**src/rbt_pkg.sv**
```systemverilog
package rbt_pkg;
    // -----------------------------------------------------------------
    // Geometry
    // -----------------------------------------------------------------
    localparam int SLICE_W = 8;
    localparam int SLICES = 2;
    localparam int BUS_W = SLICE_W * SLICES;
    localparam int FIFO_DEPTH = 16;
    // Snapshot word: capture flags, B registers, A registers.
    localparam int FLAG_W = 2 * SLICES;
    localparam int SNAP_W = 2 * BUS_W + FLAG_W;
    localparam int SNAP_A_LSB = 0;
    localparam int SNAP_B_LSB = BUS_W;
    localparam int SNAP_F_LSB = 2 * BUS_W;
    // -----------------------------------------------------------------
    // Reset values
    // -----------------------------------------------------------------
    localparam logic CAPT_PREV_RST = 1'h1;
    localparam logic OE_RST = 1'h0;
    localparam logic FLAG_RST = 1'h0;
endpackage

```
**src/rbt_fifo_if.sv**
```systemverilog
`timescale 1ns/1ns
interface rbt_fifo_if #(
    parameter int W = rbt_pkg::SNAP_W
);
    logic push_valid;
    logic push_ready;
    logic [W-1:0] push_data;
    logic pop_valid;
    logic pop_ready;
    logic [W-1:0] pop_data;

    modport user (
        output push_valid,
        input push_ready,
        output push_data,
        input pop_valid,
        output pop_ready,
        input pop_data
    );

    modport store (
        input push_valid,
        output push_ready,
        input push_data,
        output pop_valid,
        input pop_ready,
        output pop_data
    );
endinterface

```
**src/rbt_fifo.sv**
```systemverilog
`timescale 1ns/1ns
module rbt_fifo #(
    parameter int W = rbt_pkg::SNAP_W,
    parameter int DEPTH = rbt_pkg::FIFO_DEPTH
) (
    input wire logic i_clk,
    input wire logic i_reset,
    rbt_fifo_if.store fifo
);
    localparam int AW = $clog2(DEPTH);

    logic [W-1:0] mem_q [DEPTH];
    logic [AW-1:0] wr_ptr_q;
    logic [AW-1:0] rd_ptr_q;
    logic [AW:0] count_q;
    logic do_push;
    logic do_pop;

    // -----------------------------------------------------------------
    // Handshake
    // -----------------------------------------------------------------
    assign fifo.push_ready = (count_q != (AW+1)'(DEPTH));
    assign fifo.pop_valid = (count_q != '0);
    assign fifo.pop_data = mem_q[rd_ptr_q];
    assign do_push = fifo.push_valid && fifo.push_ready;
    assign do_pop = fifo.pop_valid && fifo.pop_ready;

    // -----------------------------------------------------------------
    // Storage
    // -----------------------------------------------------------------
    always_ff @(posedge i_clk) begin
        if (do_push) begin
            mem_q[wr_ptr_q] <= fifo.push_data;
        end
    end

    always_ff @(posedge i_clk or posedge i_reset) begin
        if (i_reset) begin
            wr_ptr_q <= '0;
            rd_ptr_q <= '0;
            count_q <= '0;
        end else begin
            if (do_push) begin
                wr_ptr_q <= (wr_ptr_q == AW'(DEPTH - 1)) ? '0 : wr_ptr_q + 1'b1;
            end
            if (do_pop) begin
                rd_ptr_q <= (rd_ptr_q == AW'(DEPTH - 1)) ? '0 : rd_ptr_q + 1'b1;
            end
            if (do_push && !do_pop) begin
                count_q <= count_q + 1'b1;
            end else if (do_pop && !do_push) begin
                count_q <= count_q - 1'b1;
            end
        end
    end
endmodule

```
**src/rbt_transceiver.sv**
```systemverilog
`timescale 1ns/1ns
// Functional notes
// Two identical independent 8-bit slices form the 16-bit transceiver.
// Capture clock rising edges load A and B registers, ignoring controls.
// Register inputs always sample the bus, even while this device drives it.
// Enable low and enable_n high: drive neither bus, still store both.
// Both enables low, A select low: drive bus A with live bus B.
// Both enables low, A select high: drive bus A from B register.
// Both enables high, B select low: drive bus B with live bus A.
// Both enables high, B select high: drive bus B from A register.
// Enable high, enable_n low, both selects high: both stored paths drive.
// Bus B carrying A data lets a capture store A in both registers.
// Bus A carrying B data lets a capture store B in both registers.
// Live path: both capture clocks may rise together.
// Stored path: the controller must stagger the two capture clocks.
// Live both ways: each bus drives the other, holding its last value; the registered paths swap unequal bus values each clock.
// Storage registers have no reset; undefined until first capture.
module rbt_transceiver #(
    parameter int SLICE_W = rbt_pkg::SLICE_W,
    parameter int SLICES = rbt_pkg::SLICES,
    parameter int FIFO_DEPTH = rbt_pkg::FIFO_DEPTH
) (
    input wire logic i_clk,
    input wire logic i_reset,
    input wire logic [SLICE_W*SLICES-1:0] i_bus_a,
    output logic [SLICE_W*SLICES-1:0] o_bus_a,
    output logic [SLICE_W*SLICES-1:0] o_bus_a_oe,
    input wire logic [SLICE_W*SLICES-1:0] i_bus_b,
    output logic [SLICE_W*SLICES-1:0] o_bus_b,
    output logic [SLICE_W*SLICES-1:0] o_bus_b_oe,
    input wire logic [SLICES-1:0] i_b_side_drive_enable,
    input wire logic [SLICES-1:0] i_a_side_drive_enable_n,
    input wire logic [SLICES-1:0] i_a_capture_clock,
    input wire logic [SLICES-1:0] i_b_capture_clock,
    input wire logic [SLICES-1:0] i_b_output_source_select,
    input wire logic [SLICES-1:0] i_a_output_source_select,
    output logic o_snap_space,
    output logic o_snap_overflow,
    output logic o_snap_valid,
    input wire logic i_snap_ready,
    output logic [2*SLICE_W*SLICES+2*SLICES-1:0] o_snap_data
);
    localparam int BUS_W = SLICE_W * SLICES;
    localparam int SNAP_W = 2 * BUS_W + 2 * SLICES;

    logic [BUS_W-1:0] a_reg_q;
    logic [BUS_W-1:0] a_reg_d;
    logic [BUS_W-1:0] b_reg_q;
    logic [BUS_W-1:0] b_reg_d;
    logic [SLICES-1:0] a_prev_q;
    logic [SLICES-1:0] b_prev_q;
    logic [SLICES-1:0] a_edge;
    logic [SLICES-1:0] b_edge;
    logic any_edge;
    logic [BUS_W-1:0] a_oe_d;
    logic [BUS_W-1:0] b_oe_d;
    logic [BUS_W-1:0] a_out_d;
    logic [BUS_W-1:0] b_out_d;

    rbt_fifo_if #(.W(SNAP_W)) snap_if ();

    // -----------------------------------------------------------------
    // Capture clock edge detection
    // -----------------------------------------------------------------
    always_ff @(posedge i_clk or posedge i_reset) begin
        if (i_reset) begin
            a_prev_q <= {SLICES{rbt_pkg::CAPT_PREV_RST}};
            b_prev_q <= {SLICES{rbt_pkg::CAPT_PREV_RST}};
        end else begin
            a_prev_q <= i_a_capture_clock;
            b_prev_q <= i_b_capture_clock;
        end
    end

    assign a_edge = i_a_capture_clock & ~a_prev_q;
    assign b_edge = i_b_capture_clock & ~b_prev_q;
    assign any_edge = |{a_edge, b_edge};

    // -----------------------------------------------------------------
    // Per-slice storage and drive
    // -----------------------------------------------------------------
    for (genvar s = 0; s < SLICES; s++) begin : g_slice
        localparam int LO = s * SLICE_W;

        // Loads depend only on the capture edge and the bus pins.
        assign a_reg_d[LO +: SLICE_W] = a_edge[s]
            ? i_bus_a[LO +: SLICE_W]
            : a_reg_q[LO +: SLICE_W];
        assign b_reg_d[LO +: SLICE_W] = b_edge[s]
            ? i_bus_b[LO +: SLICE_W]
            : b_reg_q[LO +: SLICE_W];

        assign a_oe_d[LO +: SLICE_W] =
            {SLICE_W{!i_a_side_drive_enable_n[s]}};
        assign b_oe_d[LO +: SLICE_W] =
            {SLICE_W{i_b_side_drive_enable[s]}};

        // Live paths feed back into the capture inputs, so a capture
        // stores the driven value in both registers.
        assign a_out_d[LO +: SLICE_W] = i_a_output_source_select[s]
            ? b_reg_q[LO +: SLICE_W]
            : i_bus_b[LO +: SLICE_W];
        assign b_out_d[LO +: SLICE_W] = i_b_output_source_select[s]
            ? a_reg_q[LO +: SLICE_W]
            : i_bus_a[LO +: SLICE_W];
    end

    // Storage has no reset on purpose.
    always_ff @(posedge i_clk) begin
        a_reg_q <= a_reg_d;
        b_reg_q <= b_reg_d;
    end

    always_ff @(posedge i_clk or posedge i_reset) begin
        if (i_reset) begin
            o_bus_a_oe <= {BUS_W{rbt_pkg::OE_RST}};
            o_bus_b_oe <= {BUS_W{rbt_pkg::OE_RST}};
        end else begin
            o_bus_a_oe <= a_oe_d;
            o_bus_b_oe <= b_oe_d;
        end
    end

    always_ff @(posedge i_clk or posedge i_reset) begin
        if (i_reset) begin
            o_bus_a <= '0;
            o_bus_b <= '0;
        end else begin
            o_bus_a <= a_out_d;
            o_bus_b <= b_out_d;
        end
    end

    // -----------------------------------------------------------------
    // Snapshot log
    // -----------------------------------------------------------------
    // Simultaneous edges are taken together in one word.
    assign snap_if.push_valid = any_edge;
    assign snap_if.push_data = {b_edge, a_edge, b_reg_d, a_reg_d};

    rbt_fifo #(
        .W(SNAP_W),
        .DEPTH(FIFO_DEPTH)
    ) u_fifo (
        .i_clk(i_clk),
        .i_reset(i_reset),
        .fifo(snap_if.store)
    );

    assign snap_if.pop_ready = !o_snap_valid || i_snap_ready;

    always_ff @(posedge i_clk or posedge i_reset) begin
        if (i_reset) begin
            o_snap_valid <= rbt_pkg::FLAG_RST;
            o_snap_data <= '0;
        end else if (snap_if.pop_ready) begin
            o_snap_valid <= snap_if.pop_valid;
            o_snap_data <= snap_if.pop_data;
        end
    end

    always_ff @(posedge i_clk or posedge i_reset) begin
        if (i_reset) begin
            o_snap_space <= rbt_pkg::FLAG_RST;
        end else begin
            o_snap_space <= snap_if.push_ready;
        end
    end

    // Sticky until reset: a capture found the log full.
    always_ff @(posedge i_clk or posedge i_reset) begin
        if (i_reset) begin
            o_snap_overflow <= rbt_pkg::FLAG_RST;
        end else if (any_edge && !snap_if.push_ready) begin
            o_snap_overflow <= 1'b1;
        end
    end
endmodule

```
**config.mk**
```make
export PLATFORM = sky130hd
export DESIGN_NAME = rbt_transceiver
export DESIGN_NICKNAME = d
export VERILOG_FILES = /design/src/rbt_pkg.sv /design/src/rbt_fifo_if.sv /design/src/rbt_fifo.sv /design/src/rbt_transceiver.sv
export SDC_FILE = /design/constraint.sdc
export NUM_CORES = 1
export LEC_CHECK = 0
export BUFFER_PORTS_ARGS = -buffer_cell sky130_fd_sc_hd__buf_4
export CORE_ASPECT_RATIO = 0.5
export CORE_MARGIN = 2
export CORE_UTILIZATION = 50
export DETAILED_ROUTE_END_ITERATION = 7
export PLACE_DENSITY = 0.73
export SYNTH_ARGS = -nofsm -noshare
export SYNTH_HDL_FRONTEND = slang
export SYNTH_SLANG_ARGS = --single-unit
export TNS_END_PERCENT = 100
```
**constraint.sdc**
```tcl
create_clock -name i_clk -period 5.6 [get_ports i_clk]
set_clock_uncertainty 0.05 [all_clocks]
set_input_delay 0 -clock i_clk [delete_from_list [all_inputs] [get_ports i_clk]]
set_output_delay 0 -clock i_clk [all_outputs]
set_load 0.02 [all_outputs]
```
After elaboration in Yosys (flattened, before gate mapping)
Memory sizes are Yosys's and may differ from the RTL's. A register that Yosys moved wholly into a read port is not among the register bits.
Index checks and enable logic that the tools add are counted.
{"block": "op_classes", "n_mux": 14, "add_sub_neg": 4, "n_reduce_logical": 15, "n_bitwise": 4, "eq_ne": 3}
{"operator": "8-bit two-way mux", "n": 8}
{"operator": "5-bit two-way mux", "n": 2}
{"operator": "4-bit by 1-bit adder with 4-bit output, second input constant", "n": 2}
{"operator": "4-bit equality test, second input constant", "n": 2}
{"operator": "4-bit two-way mux", "n": 2}
{"operator": "1-bit logical NOT", "n": 6}
{"operator": "5-bit by 1-bit adder with 5-bit output, second input constant", "n": 1}
{"operator": "1-bit logical AND", "n": 5}
{"operator": "5-bit != test, second input constant", "n": 1}
{"operator": "5-bit nonzero test", "n": 1}
{"operator": "5-bit by 1-bit subtractor with 5-bit output, second input constant", "n": 1}
{"operator": "2-bit AND", "n": 2}
{"operator": "2-bit inverter", "n": 2}
{"operator": "4-bit OR reduction", "n": 1}
{"operator": "1-bit two-way mux", "n": 2}
{"operator": "2-bit nonzero test", "n": 1}
{"operator": "1-bit logical OR", "n": 1}
{"block": "totals", "ramBits": 576, "wordCells": 55, "regBits": 102, "n_memories": 1}
{"memory": "u_fifo.mem_q", "words": 16, "word_bits": 36, "read_ports": 1, "rd_ports_with_merged_regs": 1, "write_ports": 1, "line": "rbt_fifo.sv:12", "rtl": "logic [W-1:0] mem_q [DEPTH];"}

Depth between registers and ports, before layout
{"block": "depth", "ltp_word": 8, "mapped_depth": 12, "depth_no_buf": 11}

Hierarchy
From an unflattened synthesis, not the netlist that was laid out.
{"block": "unflattened", "hier_cells": 1408, "hier_area_um2": 27101.0}
{"module": "rbt_fifo", "area_each_um2": 22907.0, "cells_each": 1141, "instances": 1}
{"module": "rbt_transceiver", "area_each_um2": 4194.0, "cells_each": 267, "instances": 1}

Least setup slack after synthesis
Ideal clock, no wire load.
{"block": "synth_path", "path_type": "register to register", "startpoint": "reg a_prev_q[1]", "endpoint": "reg u_fifo.count_q[4]", "setup_time_ns": 0.080, "t_arrival_ns": 2.541, "stages_incl_launch_ff": 13, "period_less_slack_ns": 2.671, "path_buffers": 1, "setup_slack_ns": 2.929, "path_cell_list": "dfstp_2 -> nand2b_1 -> clkbuf_1 -> nand4_1 -> nand2_1 -> inv_2 -> ha_1 -> inv_1 -> ha_1 -> a21o_1 -> a21oi_1 -> mux2i_1 -> xnor2_1"}
{"block": "synth_via", "elab_chain_len": 7, "word_cells_on_any_way": 9}
{"item": "start: declaration", "line": "rbt_transceiver.sv:50", "rtl": "logic [SLICES-1:0] a_prev_q;"}
{"item": "start signal: assignment", "line": "rbt_transceiver.sv:67", "rtl": "a_prev_q <= {SLICES{rbt_pkg::CAPT_PREV_RST}};"}
{"item": "start signal: assignment", "line": "rbt_transceiver.sv:70", "rtl": "a_prev_q <= i_a_capture_clock;"}
{"item": "2-bit inverter (*)", "line": "rbt_transceiver.sv:75", "rtl": "assign a_edge = i_a_capture_clock & ~a_prev_q;"}
{"item": "2-bit AND (*)", "line": "rbt_transceiver.sv:75"}
{"item": "4-bit OR reduction (*)", "line": "rbt_transceiver.sv:77", "rtl": "assign any_edge = |{a_edge, b_edge};"}
{"item": "1-bit logical AND (*)", "line": "rbt_fifo.sv:25", "rtl": "assign do_push = fifo.push_valid && fifo.push_ready;"}
{"item": "via u_fifo.do_push", "line": "rbt_fifo.sv:16", "rtl": "logic do_push;"}
{"item": "1-bit logical NOT", "line": "rbt_fifo.sv:51", "rtl": "end else if (do_pop && !do_push) begin"}
{"item": "1-bit logical AND", "line": "rbt_fifo.sv:51"}
{"item": "2-bit nonzero test (no source line)"}
{"item": "end signal: assignment", "line": "rbt_fifo.sv:50", "rtl": "count_q <= count_q + 1'b1;"}
{"item": "end signal: assignment", "line": "rbt_fifo.sv:52", "rtl": "count_q <= count_q - 1'b1;"}
{"item": "end: declaration", "line": "rbt_fifo.sv:15", "rtl": "logic [AW:0] count_q;"}
The timed path passes the listed nets; every way through them passes the cells marked *.
A chain may end at the register's enable or synchronous reset.

Worst setup path after layout
{"block": "layout_path", "startpoint": "reg a_prev_q[1]", "endpoint": "mem u_fifo.mem_q[5][23] (netlist bit) (enable)"}
{"block": "layout_via", "elab_chain_len": 6}
{"item": "2-bit inverter", "line": "rbt_transceiver.sv:75"}
{"item": "2-bit AND", "line": "rbt_transceiver.sv:75"}
{"item": "4-bit OR reduction", "line": "rbt_transceiver.sv:77"}
{"item": "1-bit logical AND", "line": "rbt_fifo.sv:25"}
{"item": "1-bit two-way mux", "line": "rbt_fifo.sv:32", "rtl": "if (do_push) begin"}
{"item": "1-bit two-way mux (not written as such)", "line": "rbt_fifo.sv:33", "rtl": "mem_q[wr_ptr_q] <= fifo.push_data;"}
{"item": "end: declaration", "line": "rbt_fifo.sv:12"}
Every way passes these cells.

==> results.sh <==
export IMPL_drv_cap=0
export IMPL_r2r_start="a_prev_q[1]"
export IMPL_fill_cells=3846
export IMPL_r2r_setup_slack_ps=2490
export IMPL_ir_worst_vdd_mv=0.321
export IMPL_stdcell_count=2422
export IMPL_clkSinkCount=700
export IMPL_dp_cells=2228
export IMPL_cp_arrival_ps=3320
export IMPL_placed_area_mm2=0.0286
export IMPL_status="finished clean"
export IMPL_placementRows=60
export IMPL_startpoint_type="flip-flop"
export IMPL_worstHoldPathType="input pin to asynchronous set/reset pin"
export IMPL_synthTopCellsByCount="edfxtp_1, mux2i_1, nand2_1"
export IMPL_power_mw=15.8
export IMPL_finalSetupTns_ps=0
export IMPL_hold_buffers=80
export IMPL_post_route_period_util_pct=55.6
export IMPL_ff_latch_area_mm2=0.0203
export IMPL_crit_type="flip-flop to flip-flop"
export IMPL_cts_buffers=60
export IMPL_post_cts_buffers=0
export IMPL_r2r_end="u_fifo.mem_q[5][23]"
export IMPL_drt_wl_total_um=58200
export IMPL_tightest_slew_ps=1240
export IMPL_diodes=0
export IMPL_synth_warnings=0
export IMPL_critPathCaptureType="flip-flop"
export IMPL_gr_total_overflow=0
export IMPL_yosysMostFrequentCell="edfxtp_1"
export IMPL_grt_pass1_wl_um=87100
export IMPL_synth_edf_count=576
export IMPL_worstRegToRegCells=7
export IMPL_drive_gt1_share_pct=26.0
export IMPL_drt_iter0_drc=1421
export IMPL_clock_path_buffers=3
export IMPL_synth_top_area_cell="edfxtp_1"
export IMPL_insertion_delay_ps=610
export IMPL_grtUsageTotal_pct=20.8
export IMPL_die_area_mm2=0.0559
export IMPL_hpwl_um=31000
export IMPL_grt_start_max_net_pins=58
export IMPL_place_congestion=0.741
export IMPL_fin_crit_ps=3110
export IMPL_synth_area_leaders="edfxtp_1, dfrtp_1, mux2i_1"
export IMPL_synth_top_flop_cell="edfxtp_1"
export IMPL_h_tree_depth=2
export IMPL_first_pass_iters=5
export IMPL_synthArstFlopShare_pct=13.1
export IMPL_yosysSeqAreaShare_pct=75.1
export IMPL_tritoncts="yes"
export IMPL_die_height_um=168
export IMPL_drv_slew=0
export IMPL_leakage_nw=11.3
export IMPL_root_buffer="clkbuf_16"
export IMPL_portBuffers=149
export IMPL_grt_pass1_vias=14200
export IMPL_antenna_found_initial=1
export IMPL_area_delta_synth_final_pct=16.9
export IMPL_multiInputGateArea_mm2=0.00599
export IMPL_clock_fmax_ghz=0.321
export IMPL_required_ps=5810
export IMPL_hold_violations=0
export IMPL_cts_resized=0
export IMPL_nets=1715
export IMPL_ios=150
export IMPL_routedWlPerCell_um=24.0
export IMPL_grt_setup_unrepaired="false"
export IMPL_finalSetupViolations=0
export IMPL_fin_util_pct=58.9
export IMPL_syn_avg_cell_area_um2=18.7
export IMPL_powerDensity_mw_per_mm2=502
export IMPL_synth_top_area_share_pct=64.2
export IMPL_drc=0
export IMPL_syn_area_mm2=0.0269
export IMPL_syn_inst=1443
export IMPL_synth_nets=1501
export IMPL_die_w_um=332
export IMPL_critical_path_peak_fanout=19
export IMPL_start_util_pct=50.4
export IMPL_clkTransAtPathRegs_ps=70
export IMPL_core_mm2=0.0535
export IMPL_synth_seq_cells=700
export IMPL_finalInstanceArea_mm2=0.0315
export IMPL_ant_nets=0
export IMPL_max_slew_margin_pct=17.0
export IMPL_synth_cell_types=47
export IMPL_via_per_inst=5.74
export IMPL_vias=13900
==> metrics by stage <==
step	hold WS, ps	setup slack [ps]
after CTS	1.90	2590
after floorplan	-45.5	2930
after global routing	35.8	2400
after global placement	59.6	2680
after detailed placement	61.1	2630
final	35.7	2490
==> placed cells by master (no fill, tap or decap), types with 32 or more instances in the layout <==
master / instances
o311ai_1: 35
mux2_2: 66
dfrtp_1: 84
dfxtp_1: 32
mux4_2: 66
clkbuf_16: 62
buf_4: 177
nand2_1: 118
mux2i_1: 177
dlygate4sd3_1: 80
edfxtp_1: 576
o22ai_1: 71
==> report_power, final <==
group	switching (mW)	internal, mW
Sequential	0.534	6.60
Clock	1.85	2.57
Combinational	2.47	1.78
==> routing by layer <==
metal | up-vias | wire length, um | track usage (%)
li1 | 6090 | - | -
met1 | 7241 | 25100 | 29.4
met2 | 485 | 27900 | 33.8
met3 | 87 | 3890 | 3.54
met4 | 2 | 1360 | 5.77
met5 | - | 13 | 0
==> worst max-delay path, stage by stage, from the launching register on <==
cell	delay (ps)
dfstp_2	370
nand2b_1	140
buf_4	200
nand4_1	220
nand2_1	160
nor3b_1	440
and2_2	690
buf_4	460
==> area by class of cell <==
cell class | instances | area share, %
multi-input combinational | 620 | 19.0
tap | 713 | 2.83
clock inverter | 34 | 1.46
sequential | 700 | 64.3
clock buffer | 80 | 5.30
inverter | 16 | 0.199
timing repair buffer | 259 | 6.89
==> worst max path at each step <==
| stage | slack [ps] | start | endpoint | cells after the start |
|---|---|---|---|---|
| 2_1_floorplan | 2930 | a_prev_q[1] | u_fifo.count_q[4] | 12 |
| 3_3_place_gp | 2680 | b_prev_q[0] | u_fifo.mem_q[5][23] | 7 |
| 3_5_place_dp | 2630 | a_prev_q[0] | u_fifo.mem_q[5][22] | 7 |
| 4_1_cts | 2590 | a_prev_q[1] | u_fifo.mem_q[5][25] | 7 |
| 5_1_grt | 2400 | a_prev_q[1] | u_fifo.mem_q[5][23] | 7 |
| 6_report | 2490 | a_prev_q[1] | u_fifo.mem_q[5][23] | 7 |
==> logic make-up after synthesis <==
| logic type | count (synthesis) | synth area share [%] |
|---|---|---|
| AND/OR/NAND/NOR | 160 | 2.60 |
| multiplexers | 316 | 15.5 |
| AO/OA/AOI/OAI | 127 | 3.28 |
| XOR/XNOR | 6 | 0.195 |
| adder cells (fa/ha/maj) | 11 | 0.539 |
| buffers and inverters | 123 | 2.77 |
| flip-flops | 700 | 75.1 |
==> state kept, by name (all words and copies together) (netlist names) <==
register and cells:
b_prev_q 2, o_snap_overflow 1, b_reg_q 16, a_reg_q 16, o_bus_b_oe 2, u_fifo.wr_ptr_q 4
o_snap_valid 1, a_prev_q 2, u_fifo.mem_q 576, o_snap_space 1, o_bus_a 16, o_bus_b 16
u_fifo.count_q 5, u_fifo.rd_ptr_q 4, o_bus_a_oe 2, o_snap_data 36
No activity file was read; power rests on OpenSTA's default activity.
